### config.mk
export PLATFORM = sky130hd
export DESIGN_NAME = identify_parameter_block
export DESIGN_NICKNAME = d
export VERILOG_FILES = /design/src/hdl/idblk_pkg.sv /design/src/hdl/identify_parameter_block.sv
export VERILOG_INCLUDE_DIRS = /design/src /design/src/hdl
export SDC_FILE = /design/constraint.sdc
export NUM_CORES = 1
export LEC_CHECK = 0
export BUFFER_PORTS_ARGS = -buffer_cell sky130_fd_sc_hd__buf_2
export CAP_MARGIN = 20
export CORE_AREA = 2 2 352 354
export DETAILED_ROUTE_END_ITERATION = 8
export DIE_AREA = 0 0 354 356
export GPL_TIMING_DRIVEN = 0
export PLACE_DENSITY = 0.3
export SLEW_MARGIN = 20
export SYNTH_ARGS = -nofsm -noshare
export SYNTH_HDL_FRONTEND = slang
export SYNTH_HIERARCHICAL = 1
export SYNTH_SLANG_ARGS = --single-unit
### constraint.sdc
create_clock -name clock_i -period 4.1 [get_ports clock_i]
set_clock_uncertainty 0.05 [all_clocks]
set_input_delay 0 -clock clock_i [delete_from_list [all_inputs] [get_ports clock_i]]
set_output_delay 0 -clock clock_i [all_outputs]
set_load 0.01 [all_outputs]
### src/hdl/idblk_defines.svh
// idblk_defines.svh: word addresses, fixed values and field positions of the
// parameter block.
// assumes: included by bare name from the design file.
`ifndef IDBLK_DEFINES_SVH
`define IDBLK_DEFINES_SVH

`define ID_WORDS 9'h100
`define ID_W_CONFIG 8'h00
`define ID_W_CYL 8'h01
`define ID_W_HEADS 8'h03
`define ID_W_SPT 8'h06
`define ID_W_TOT_HI 8'h07
`define ID_W_TOT_LO 8'h08
`define ID_W_SER_FIRST 8'h0a
`define ID_W_SER_LAST 8'h13
`define ID_W_ECC 8'h16
`define ID_W_FW_FIRST 8'h17
`define ID_W_FW_LAST 8'h1a
`define ID_W_MOD_FIRST 8'h1b
`define ID_W_MOD_LAST 8'h2e
`define ID_W_MULT_MAX 8'h2f
`define ID_W_CAPS 8'h31
`define ID_W_PIO_MODE 8'h33
`define ID_W_VALID 8'h35
`define ID_W_CUR_CYL 8'h36
`define ID_W_CUR_HEADS 8'h37
`define ID_W_CUR_SPT 8'h38
`define ID_W_CAP_LO 8'h39
`define ID_W_CAP_HI 8'h3a
`define ID_W_MULT_SET 8'h3b
`define ID_W_LBA_LO 8'h3c
`define ID_W_LBA_HI 8'h3d
`define ID_W_DMA 8'h3f
`define ID_W_ADV_PIO 8'h40
`define ID_W_DMA_MIN 8'h41
`define ID_W_DMA_REC 8'h42
`define ID_W_PIO_MIN 8'h43
`define ID_W_PIO_IORDY 8'h44
`define ID_W_SECURITY 8'h80
`define ID_ECC_COUNT 16'h0004
`define ID_SPACE 8'h20
`define ID_MULT_VALID_BIT 8
`define ID_GEOM_VALID_BIT 0
`define ID_SER_BYTES 20
`define ID_FW_BYTES 8
`define ID_MOD_BYTES 40
`define ID_FIFO_DEPTH 8

`endif

### src/hdl/idblk_pkg.sv
// idblk_pkg.sv: types shared by the parameter block design.
// assumes: idblk_defines.svh on the include path.
package idblk_pkg;
  typedef enum logic [0:0] {
    ST_IDLE,
    ST_FILL
  } gen_state_e;

  typedef struct packed {
    gen_state_e state;
    logic [8:0] word_index;
    logic busy;
  } gen_regs_s;
endpackage

### src/hdl/identify_parameter_block.sv
// identify_parameter_block.sv: generator of the 256-word identify block
// feeding an output fifo, plus the fifo itself.
// assumes: one synchronous clock, geometry and strings stable while a
// block is produced, the reader takes words by valid/ready.
`timescale 1ns/100ps
`default_nettype none
`include "idblk_defines.svh"

module idblk_fifo #(
  parameter int WIDTH = 16,
  parameter int DEPTH = 8
) (
  input wire logic clock_i,
  input wire logic rstn_i,
  input wire logic [WIDTH-1:0] in_data_i,
  input wire logic in_valid_i,
  output logic in_ready_o,
  output logic [WIDTH-1:0] out_data_o,
  output logic out_valid_o,
  input wire logic out_ready_i
);
  localparam int AW = $clog2(DEPTH);
  localparam int CW = $clog2(DEPTH + 1);

  typedef struct packed {
    logic [DEPTH-1:0][WIDTH-1:0] mem;
    logic [AW-1:0] rd_ptr;
    logic [AW-1:0] wr_ptr;
    logic [CW-1:0] count;
    logic [WIDTH-1:0] head;
    logic head_valid;
  } fifo_regs_s;

  fifo_regs_s cur;
  fifo_regs_s next_cur;
  logic push;
  logic pop;
  logic load_head;

  // ---------------------------------------------
  // storage behind a registered head word
  // ---------------------------------------------
  always_comb begin
    next_cur = cur;
    push = in_valid_i && (cur.count != CW'(DEPTH));
    load_head = !cur.head_valid || out_ready_i;
    pop = load_head && (cur.count != '0);
    if (push) begin
      next_cur.mem[cur.wr_ptr] = in_data_i;
      next_cur.wr_ptr = (cur.wr_ptr == AW'(DEPTH - 1)) ? '0 : AW'(cur.wr_ptr + 1'b1);
    end
    if (load_head) begin
      next_cur.head_valid = (cur.count != '0);
      if (pop) begin
        next_cur.head = cur.mem[cur.rd_ptr];
        next_cur.rd_ptr = (cur.rd_ptr == AW'(DEPTH - 1)) ? '0 : AW'(cur.rd_ptr + 1'b1);
      end
    end
    next_cur.count = CW'(cur.count + CW'(push) - CW'(pop));
    if (!rstn_i) begin
      next_cur = '0;
    end
  end

  always_ff @(posedge clock_i) begin
    cur <= next_cur;
  end

  assign in_ready_o = (cur.count != CW'(DEPTH));
  assign out_data_o = cur.head;
  assign out_valid_o = cur.head_valid;
endmodule

module identify_parameter_block #(
  parameter logic [15:0] CLASS_SIGNATURE = 16'h8123, // arbitrary value
  parameter logic [15:0] IDE_CONFIG = 16'h0040,
  parameter int FIFO_DEPTH = `ID_FIFO_DEPTH
) (
  input wire logic clock_i,
  input wire logic rstn_i,
  input wire logic start_i,
  input wire logic card_mode_i,
  input wire logic [15:0] cylinders_i,
  input wire logic [7:0] heads_i,
  input wire logic [15:0] sectors_per_track_i,
  input wire logic [31:0] total_sectors_i,
  input wire logic [15:0] cur_cylinders_i,
  input wire logic [15:0] cur_heads_i,
  input wire logic [15:0] cur_sectors_per_track_i,
  input wire logic [31:0] cur_capacity_i,
  input wire logic [31:0] lba_sectors_i,
  input wire logic [7:0] multiple_max_i,
  input wire logic [7:0] multiple_setting_i,
  input wire logic [15:0] capabilities_i,
  input wire logic [7:0] pio_mode_i,
  input wire logic [15:0] validity_i,
  input wire logic [15:0] dma_modes_i,
  input wire logic [7:0] adv_pio_i,
  input wire logic [15:0] dma_min_cycle_i,
  input wire logic [15:0] dma_rec_cycle_i,
  input wire logic [15:0] pio_min_cycle_i,
  input wire logic [15:0] pio_iordy_cycle_i,
  input wire logic [15:0] security_i,
  input wire logic [8*`ID_SER_BYTES-1:0] serial_i,
  input wire logic [8*`ID_FW_BYTES-1:0] firmware_i,
  input wire logic [8*`ID_MOD_BYTES-1:0] model_i,
  output logic busy_o,
  output logic [15:0] data_o,
  output logic data_valid_o,
  input wire logic data_ready_i
);
  idblk_pkg::gen_regs_s cur;
  idblk_pkg::gen_regs_s next_cur;
  logic [15:0] word;
  logic fifo_ready;
  logic push;
  logic [7:0] addr;
  logic [7:0] off;
  logic [7:0] hi_byte;
  logic [7:0] lo_byte;

  // string byte n counted from the first character; characters sit msb first
  function automatic logic [7:0] str_byte(input logic [8*`ID_MOD_BYTES-1:0] s,
                                          input int len, input int n);
    logic [7:0] b;
    b = s[8*(len-1-n) +: 8];
    return b;
  endfunction

  // ---------------------------------------------
  // word content by address
  // ---------------------------------------------
  always_comb begin
    addr = cur.word_index[7:0];
    off = 8'h00;
    hi_byte = 8'h00;
    lo_byte = 8'h00;
    word = 16'h0000;
    case (addr)
      `ID_W_CONFIG: word = card_mode_i ? CLASS_SIGNATURE : IDE_CONFIG;
      `ID_W_CYL: word = cylinders_i;
      `ID_W_HEADS: word = {8'h00, heads_i};
      `ID_W_SPT: word = sectors_per_track_i;
      `ID_W_TOT_HI: word = total_sectors_i[31:16];
      `ID_W_TOT_LO: word = total_sectors_i[15:0];
      `ID_W_ECC: word = `ID_ECC_COUNT;
      `ID_W_MULT_MAX: word = {8'h00, multiple_max_i};
      `ID_W_CAPS: word = {capabilities_i[15:8], 8'h00};
      `ID_W_PIO_MODE: word = {pio_mode_i, 8'h00};
      `ID_W_VALID: word = validity_i | 16'h0001;
      `ID_W_CUR_CYL: word = cur_cylinders_i;
      `ID_W_CUR_HEADS: word = cur_heads_i;
      `ID_W_CUR_SPT: word = cur_sectors_per_track_i;
      `ID_W_CAP_LO: word = cur_capacity_i[15:0];
      `ID_W_CAP_HI: word = cur_capacity_i[31:16];
      `ID_W_MULT_SET: word = {8'h01, multiple_setting_i};
      `ID_W_LBA_LO: word = lba_sectors_i[15:0];
      `ID_W_LBA_HI: word = lba_sectors_i[31:16];
      `ID_W_DMA: word = card_mode_i ? 16'h0000 : dma_modes_i;
      `ID_W_ADV_PIO: word = {8'h00, adv_pio_i};
      `ID_W_DMA_MIN: word = card_mode_i ? 16'h0000 : dma_min_cycle_i;
      `ID_W_DMA_REC: word = card_mode_i ? 16'h0000 : dma_rec_cycle_i;
      `ID_W_PIO_MIN: word = pio_min_cycle_i;
      `ID_W_PIO_IORDY: word = pio_iordy_cycle_i;
      `ID_W_SECURITY: word = security_i;
      default: begin
        if (addr >= `ID_W_SER_FIRST && addr <= `ID_W_SER_LAST) begin
          off = 8'((addr - `ID_W_SER_FIRST) << 1);
          hi_byte = str_byte({{(8*(`ID_MOD_BYTES-`ID_SER_BYTES)){1'b0}}, serial_i},
                             `ID_SER_BYTES, int'(off));
          lo_byte = str_byte({{(8*(`ID_MOD_BYTES-`ID_SER_BYTES)){1'b0}}, serial_i},
                             `ID_SER_BYTES, int'(off) + 1);
          word = {hi_byte, lo_byte};
        end else if (addr >= `ID_W_FW_FIRST && addr <= `ID_W_FW_LAST) begin
          off = 8'((addr - `ID_W_FW_FIRST) << 1);
          hi_byte = str_byte({{(8*(`ID_MOD_BYTES-`ID_FW_BYTES)){1'b0}}, firmware_i},
                             `ID_FW_BYTES, int'(off));
          lo_byte = str_byte({{(8*(`ID_MOD_BYTES-`ID_FW_BYTES)){1'b0}}, firmware_i},
                             `ID_FW_BYTES, int'(off) + 1);
          word = {hi_byte, lo_byte};
        end else if (addr >= `ID_W_MOD_FIRST && addr <= `ID_W_MOD_LAST) begin
          off = 8'((addr - `ID_W_MOD_FIRST) << 1);
          hi_byte = str_byte(model_i, `ID_MOD_BYTES, int'(off));
          lo_byte = str_byte(model_i, `ID_MOD_BYTES, int'(off) + 1);
          word = {hi_byte, lo_byte};
        end
      end
    endcase
  end

  // ---------------------------------------------
  // word sequencer
  // ---------------------------------------------
  always_comb begin
    next_cur = cur;
    push = 1'b0;
    case (cur.state)
      idblk_pkg::ST_IDLE: begin
        if (start_i) begin
          next_cur.state = idblk_pkg::ST_FILL;
          next_cur.word_index = '0;
        end
      end
      idblk_pkg::ST_FILL: begin
        push = 1'b1;
        if (fifo_ready) begin
          next_cur.word_index = 9'(cur.word_index + 1'b1);
          if (cur.word_index == 9'(`ID_WORDS - 1)) begin
            next_cur.state = idblk_pkg::ST_IDLE;
          end
        end
      end
      default: next_cur.state = idblk_pkg::ST_IDLE;
    endcase
    next_cur.busy = (next_cur.state == idblk_pkg::ST_FILL) || push;
    if (!rstn_i) begin
      next_cur.state = idblk_pkg::ST_IDLE;
      next_cur.word_index = '0;
      next_cur.busy = 1'b0;
    end
  end

  always_ff @(posedge clock_i) begin
    cur <= next_cur;
  end

  assign busy_o = cur.busy;

  // words leave through the fifo, paced by the reader like sector data
  idblk_fifo #(
    .WIDTH(16),
    .DEPTH(FIFO_DEPTH)
  ) u_fifo (
    .clock_i(clock_i),
    .rstn_i(rstn_i),
    .in_data_i(word),
    .in_valid_i(push),
    .in_ready_o(fifo_ready),
    .out_data_o(data_o),
    .out_valid_o(data_valid_o),
    .out_ready_i(data_ready_i)
  );

  // ---------------------------------------------
  // checks
  // ---------------------------------------------
  property p_ecc_word;
    @(posedge clock_i) disable iff (!rstn_i)
      (push && fifo_ready && cur.word_index == 9'h016) |-> word == 16'h0004;
  endproperty
  a_ecc_word: assert property (p_ecc_word) else $error("ecc word wrong");

  property p_mult_valid;
    @(posedge clock_i) disable iff (!rstn_i)
      (push && cur.word_index == 9'h03b) |-> word[8] && word[15:9] == 7'h00;
  endproperty
  a_mult_valid: assert property (p_mult_valid) else $error("mult valid bit");

  property p_geom_valid;
    @(posedge clock_i) disable iff (!rstn_i)
      (push && cur.word_index == 9'h035) |-> word[0];
  endproperty
  a_geom_valid: assert property (p_geom_valid) else $error("validity bit 0");

  property p_card_dma_zero;
    @(posedge clock_i) disable iff (!rstn_i)
      (push && card_mode_i && (cur.word_index == 9'h03f || cur.word_index == 9'h041
       || cur.word_index == 9'h042)) |-> word == 16'h0000;
  endproperty
  a_card_dma_zero: assert property (p_card_dma_zero) else $error("dma nonzero");

  property p_reserved_zero;
    @(posedge clock_i) disable iff (!rstn_i)
      (push && (cur.word_index >= 9'h045) && (cur.word_index != 9'h080)) |-> word == 16'h0000;
  endproperty
  a_reserved_zero: assert property (p_reserved_zero) else $error("reserved nonzero");

  property p_ascending;
    @(posedge clock_i) disable iff (!rstn_i)
      (push && fifo_ready && cur.word_index != 9'h0ff) |=> cur.word_index == $past(cur.word_index) + 9'h001;
  endproperty
  a_ascending: assert property (p_ascending) else $error("order broken");

  property p_total_order;
    @(posedge clock_i) disable iff (!rstn_i)
      (push && fifo_ready && cur.word_index == 9'h007) |-> word == total_sectors_i[31:16];
  endproperty
  a_total_order: assert property (p_total_order) else $error("total msw");

  property p_cap_order;
    @(posedge clock_i) disable iff (!rstn_i)
      (push && cur.word_index == 9'h039) |-> word == cur_capacity_i[15:0];
  endproperty
  a_cap_order: assert property (p_cap_order) else $error("capacity lsw");

  property p_config_word;
    @(posedge clock_i) disable iff (!rstn_i)
      (push && card_mode_i && cur.word_index == 9'h000) |-> word == CLASS_SIGNATURE;
  endproperty
  a_config_word: assert property (p_config_word) else $error("signature word");

  property p_heads_upper;
    @(posedge clock_i) disable iff (!rstn_i)
      (push && cur.word_index == 9'h003) |-> word[15:8] == 8'h00;
  endproperty
  a_heads_upper: assert property (p_heads_upper) else $error("heads upper byte");

  property p_pio_low;
    @(posedge clock_i) disable iff (!rstn_i)
      (push && cur.word_index == 9'h033) |-> word[7:0] == 8'h00;
  endproperty
  a_pio_low: assert property (p_pio_low) else $error("pio mode low byte");

  property p_adv_pio_upper;
    @(posedge clock_i) disable iff (!rstn_i)
      (push && cur.word_index == 9'h040) |-> word[15:8] == 8'h00;
  endproperty
  a_adv_pio_upper: assert property (p_adv_pio_upper) else $error("adv pio upper");

  property p_serial_first;
    @(posedge clock_i) disable iff (!rstn_i)
      (push && cur.word_index == 9'h00a) |-> word == serial_i[159:144];
  endproperty
  a_serial_first: assert property (p_serial_first) else $error("serial word");

  property p_fw_first;
    @(posedge clock_i) disable iff (!rstn_i)
      (push && cur.word_index == 9'h017) |-> word == firmware_i[63:48];
  endproperty
  a_fw_first: assert property (p_fw_first) else $error("firmware word");

  property p_model_first;
    @(posedge clock_i) disable iff (!rstn_i)
      (push && cur.word_index == 9'h01b) |-> word == model_i[319:304];
  endproperty
  a_model_first: assert property (p_model_first) else $error("model word");

  property p_valid_hold;
    @(posedge clock_i) disable iff (!rstn_i)
      (data_valid_o && !data_ready_i) |=> data_valid_o && $stable(data_o);
  endproperty
  a_valid_hold: assert property (p_valid_hold) else $error("word dropped");

  property p_start_word0;
    @(posedge clock_i) disable iff (!rstn_i)
      (cur.state == idblk_pkg::ST_IDLE && start_i) |=> busy_o && cur.word_index == 9'h000;
  endproperty
  a_start_word0: assert property (p_start_word0) else $error("start word");
endmodule

`default_nettype wire

# Yosys cells after proc, flatten, opt, wreduce, memory -nomap -nowiden
# Index checks and enable logic that the tools add are counted.
[totals]
reg_bits = 166
latch_bits = 0
ram_bits = 0
romBits = 0
wordCells = 113
n_memories = 0
[classes]
addsub = 17
multipliers = 0
div_mod_pow = 0
n_lt_le_gt_ge = 9
n_eq_ne = 31
n_shift = 6
mux = 20
n_bitwise = 1
reduce_logical = 13
[op_table]
columns = ["cell", "count"]
rows = [
  ["$shiftx A320 B12 Y8", 3],
  ["$shiftx A320 B13 Y8", 3],
  ["$pmux W16 S26", 1],
  ["$mux W16", 9],
  ["$bwmux W128", 1],
  ["$eq A8 B6 Y1 const B", 13],
  ["$bmux W16 S3", 1],
  ["$demux W16 S3", 1],
  ["$eq A8 B7 Y1 const B", 5],
  ["$add A8 B1 Y9 const B", 3],
  ["$mux W10", 2],
  ["$pmux W10 S2", 1],
  ["$eq A8 B3 Y1 const B", 2],
  ["$ge A8 B5 Y1 const B", 2],
  ["$le A8 B5 Y1 const B", 2],
  ["$sub A7 B5 Y7 const B", 2],
  ["$sub A3 B9 Y10 const A", 1],
  ["$sub A5 B9 Y10 const A", 1],
  ["$sub A6 B9 Y10 const A", 1],
  ["$add A9 B1 Y9 const B", 1],
  ["$eq A9 B8 Y1 const B", 1],
  ["$sub A3 B8 Y9 const A", 1],
  ["$sub A5 B8 Y9 const A", 1],
  ["$sub A6 B8 Y9 const A", 1],
  ["26 further kinds", 38],
]

# Logic depth before layout (Yosys ltp)
[logic_depth]
word_depth = 9
mapped_depth = 20

# Hierarchy
# Netlist, hierarchy kept.
[by_module_without_submodules]
columns = ["mod", "instances", "cells_each", "area_each_um2"]
rows = [
  ["identify_parameter_block", 1, 966, 8450.6],
  ["idblk_fifo", 1, 634, 6805.3],
]

# Least setup slack after synthesis
# Ideal clock, no wire load.
[synth_path]
kind = "reg-to-reg"
from = "reg cur (netlist bit addr[0])"
to = "reg u_fifo/cur[140] (netlist bit)"
t_arrival_ps = 3959
path_slack_ps = -41
path_stages_with_launch = 18
path_buffers = 10
path_cell_list = "dfxtp_1 buf_2 buf_4 buf_4 buf_4 buf_4 buf_4 inv_1 ha_1 clkbuf_1 buf_2 clkbuf_1 clkbuf_1 mux4_2 a32oi_1 a31oi_1 nand2_1 mux2i_1"
[synth_between]
elab_chain_cells = 9
word_cells_on_any_way = 52
[synth_rtl]
columns = ["element", "line", "source"]
rows = [
  ["start: declaration", "identify_parameter_block.sv:112", "idblk_pkg::gen_regs_s cur;"],
  ["start signal: assignment", "identify_parameter_block.sv:224", "cur <= next_cur;"],
  ["$sub A7 B5 Y7 (no line)", "n/a", ""],
  ["$add A8 B1 Y9", "identify_parameter_block.sv:184", "lo_byte = str_byte(model_i, `ID_MOD_BYTES, int'(off) + 1);"],
  ["$sub A6 B9 Y10", "identify_parameter_block.sv:126", "b = s[8*(len-1-n) +: 8];"],
  ["$shiftx A320 B13 Y8", "identify_parameter_block.sv:126", ""],
  ["$mux W16", "identify_parameter_block.sv:181", "end else if (addr >= `ID_W_MOD_FIRST && addr <= `ID_W_MOD_LAST) begin"],
  ["$mux W16", "identify_parameter_block.sv:174", "end else if (addr >= `ID_W_FW_FIRST && addr <= `ID_W_FW_LAST) begin"],
  ["$mux W16", "identify_parameter_block.sv:167", "if (addr >= `ID_W_SER_FIRST && addr <= `ID_W_SER_LAST) begin"],
  ["$pmux W16 S26 (*)", "identify_parameter_block.sv:139", "case (addr)"],
  ["net word[1]", "identify_parameter_block.sv:114", "logic [15:0] word;"],
  ["$bwmux W128 (*)", "identify_parameter_block.sv:49", "next_cur.mem[cur.wr_ptr] = in_data_i;"],
  ["end signal: assignment", "identify_parameter_block.sv:66", "cur <= next_cur;"],
  ["end: declaration", "identify_parameter_block.sv:34", "fifo_regs_s cur;"],
]
# The timed path passes the listed nets; every way through them passes the cells marked *.
# A chain may end at the register's enable or synchronous reset.

# Worst setup path after layout
[layout_path]
from = "reg cur (netlist bit addr[1])"
to = "reg u_fifo/cur[85] (netlist bit)"
[layout_between]
elab_chain_cells = 8
word_cells_on_any_way = 49
[layout_rtl]
columns = ["element", "line"]
rows = [
  ["$sub A7 B5 Y7 (no line)", "n/a"],
  ["$sub A6 B8 Y9", "identify_parameter_block.sv:126"],
  ["$shiftx A320 B12 Y8", "identify_parameter_block.sv:126"],
  ["$mux W16", "identify_parameter_block.sv:181"],
  ["$mux W16", "identify_parameter_block.sv:174"],
  ["$mux W16", "identify_parameter_block.sv:167"],
  ["$pmux W16 S26 (*)", "identify_parameter_block.sv:139"],
  ["net word[10]", "identify_parameter_block.sv:114"],
  ["$bwmux W128 (*)", "identify_parameter_block.sv:49"],
]
# Marks and branches as above.

==> flow_metrics.env <==
export IMPL_wire_per_inst_um=32.5
export IMPL_gr_max_usage_layer="met2"
export IMPL_finalSetupViolCount=0
export IMPL_die_h_um=356
export IMPL_worstPathRequired_ps=4380
export IMPL_synth_flop_cell="dfxtp_1"
export IMPL_synth_async_sr_flop_share_pct=0
export IMPL_crit_type="register to register"
export IMPL_numClockSinks=166
export IMPL_worstHoldPathType="input port to register"
export IMPL_clk_latency_ps=450
export IMPL_areaGrowthSynthToFinish_pct=57.7
export IMPL_cts_buffer_depth=2
export IMPL_drv_slew=0
export IMPL_first_pass_iters=6
export IMPL_start_kind="register"
export IMPL_synth_edf_count=0
export IMPL_cap_violations=0
export IMPL_num_rows=129
export IMPL_fin_tns_setup_ps=0
export IMPL_synth_nets=2515
export IMPL_cp_end_kind="register"
export IMPL_fin_area_mm2=0.0241
export IMPL_globalplace_congestion=0.866
export IMPL_report_power_total_mw=7.22
export IMPL_arrival_ps=4380
export IMPL_power_density_mw_per_mm2=300
export IMPL_cts_root_buf="clkbuf_16"
export IMPL_grt_max_degree=17
export IMPL_cts_made_buffers=17
export IMPL_total_leakage_power_nw=10.4
export IMPL_syn_inst=1600
export IMPL_path_clk_slew_ps=70
export IMPL_ir_worst_vdd_mv=0.263
export IMPL_fp_dieW_um=354
export IMPL_via_count=18700
export IMPL_hpwl_um=119000
export IMPL_post_route_period_util_pct=99.9
export IMPL_die_area_mm2=0.126
export IMPL_synth_avg_cell_area_um2=9.53
export IMPL_slew_headroom_pct=23.6
export IMPL_rsz0062_at_grt="true"
export IMPL_routed_wl_um=137000
export IMPL_use_met1_pct=26.5
export IMPL_grt_total_usage_pct=20.9
export IMPL_initial_core_util_pct=12.4
export IMPL_overflow=0
export IMPL_htree_levels=4
export IMPL_fin_crit_ps=4100
export IMPL_grt_first_pass_wirelength_um=178000
export IMPL_final_antenna_net_count=0
export IMPL_yosys_warnings=6
export IMPL_synth_seq_cells=166
export IMPL_synthTopCellsByArea="mux4_2 24%, dfxtp_1 22%, mux2i_1 12%, nand2_1 5.2%, a22oi_1 4.5%"
export IMPL_drc_errors=0
export IMPL_grt_pass1_vias=19300
export IMPL_status="complete, no violations"
export IMPL_syn_cell_area_mm2=0.0153
export IMPL_met2_usage_pct=34.0
export IMPL_ios=911
export IMPL_core_mm2=0.123
export IMPL_yosysUniqueCellTypes=82
export IMPL_seq_area_frac_synth_pct=21.8
export IMPL_yosysTopAreaCellShare_pct=23.6
export IMPL_io_buffers=900
export IMPL_utilization_pct=19.6
export IMPL_fmax_ghz=0.244
export IMPL_drtIter0Drc=1538
export IMPL_hold_viol_final=0
export IMPL_nets=3472
export IMPL_antenna_found_initial=66
export IMPL_grt_util_met3_pct=5.88
export IMPL_drive_above_1_share_pct=55.0
export IMPL_worstMarginPinSlew_ps=1140
export IMPL_cp_max_fo=12
export IMPL_cts_tree="done"
export IMPL_vias_per_cell=4.43
export IMPL_yosysTopAreaCell="mux4_2"
export IMPL_dpl_cell_area_mm2=0.0220
[power breakdown]
group | internal [mW] | switching (mW) | leakage (nW)
sequential | 1.75 | 0.0796 | 1.35
clock | 0.814 | 0.727 | 0.268
combinational | 1.66 | 2.19 | 8.80
[placed cells by master, fill, tap and decap left out, types with 44 or more instances in the layout]
master	n
buf_4	68
mux4_2	160
dfxtp_1	163
mux2i_1	172
clkbuf_1	47
a21oi_1	50
buf_2	936
nand3_1	44
nand2_1	195
o21ai_0	45
a22oi_1	85
[flip-flops by register name, indices dropped and copies added, names as in the netlist]
register,flops
addr,8
busy_o,1
cur,2
u_fifo/cur,138
u_fifo/out_data_o,16
u_fifo/out_valid_o,1
[synth_stat cells, types with 4 or more instances]
master / number
nor2b_1: 10
nand2b_1: 5
o21a_1: 5
inv_1: 22
mux2i_1: 176
mux2_2: 8
a2111oi_0: 5
dfxtp_1: 166
a21boi_0: 11
or3_1: 11
nor3_1: 32
o22ai_1: 6
buf_2: 40
nor4_1: 22
a222oi_1: 27
buf_4: 33
nor2_1: 37
buf_1: 6
a221oi_1: 4
a31oi_1: 16
clkbuf_1: 91
a22oi_1: 91
o21ai_0: 54
or2_2: 5
xnor2_1: 4
nand3_1: 46
and2_1: 11
nand3b_1: 8
a21oi_1: 56
o211ai_1: 7
o2111ai_1: 5
ha_1: 21
buf_6: 6
nand2_1: 213
a41oi_1: 8
and3_1: 30
nand4_1: 28
and4_1: 9
a211oi_1: 5
mux4_2: 160
a32oi_1: 27
xor2_1: 6
[worst max-delay path, stage by stage, from the launching register on]
cell and delay [ps]:
dfxtp_2 490, clkbuf_8 330, clkinv_4 210, ha_2 330, and2_1 290, clkbuf_2 400, a32oi_1 450, o211ai_1 300
nor4_4 600, a31oi_1 130, nand2_2 240, mux2i_1 110
[what timing repair did]
action | 4_1_cts | 5_1_grt
setup endpoints to repair | 129 | 126
cloned | 1 | 0
pin swaps | 34 | 28
resized for setup | 236 | 67
buffers inserted | 31 | 2
hold buffers | 2 | 0
endpoints found under the hold margin | 12 | 0
[cell type report]
type,instances,area [µm²]
Tap cell,1637,2050
Fill cell,14000,98600
Inverter,26,124
Clock inverter,9,70.1
Sequential cell,166,3330
Antenna cell,25,62.6
Buffer,169,1230
Timing Repair Buffer,947,4910
Multi-Input combinational cell,1230,11800
Clock buffer,23,468
[metrics by stage]
step | hold slack (ps) | instances | setup WS [ps]
CTS | 238 | 4206 | 0.996
floorplan | 60.8 | 1600 | 0.369
finish | 301 | 4232 | 3.09
detailed placement | 283 | 4148 | -3390
global route | 272 | 4218 | -15.5
global placement | 283 | 4137 | -4010
[path summary, 6_finish.rpt]
check	start	end	slack, ps	depth (start not counted)
setup reg to reg	addr[1]$_SDFFE_PN0P_	u_fifo/cur[85]$_SDFFE_PN0P_	3	11
hold reg to reg	u_fifo/cur[63]$_SDFFE_PN0P_	u_fifo/cur[63]$_SDFFE_PN0P_	410	2
setup / recovery	addr[1]$_SDFFE_PN0P_	u_fifo/cur[85]$_SDFFE_PN0P_	3	11
hold / removal	start_i	addr[6]$_SDFFE_PN0P_	300	4
[per-layer routing]
metal / vias up / wire length, µm
li1: 8285 / -
met5: - / 266
met4: 42 / 4160
met2: 850 / 65100
met3: 177 / 9940
met1: 9391 / 57900
[logic make-up after synthesis]
family | count (synthesis) | share of synthesized area (%)
multiplexers | 344 | 35.8
XOR/XNOR | 12 | 0.877
buffers and inverters | 204 | 6.62
AO/OA/AOI/OAI | 358 | 16.8
flip-flops | 166 | 21.8
adder cells (fa/ha/maj) | 22 | 1.85
AND/OR/NAND/NOR | 494 | 16.3
No activity file was read; power rests on OpenSTA's default activity.
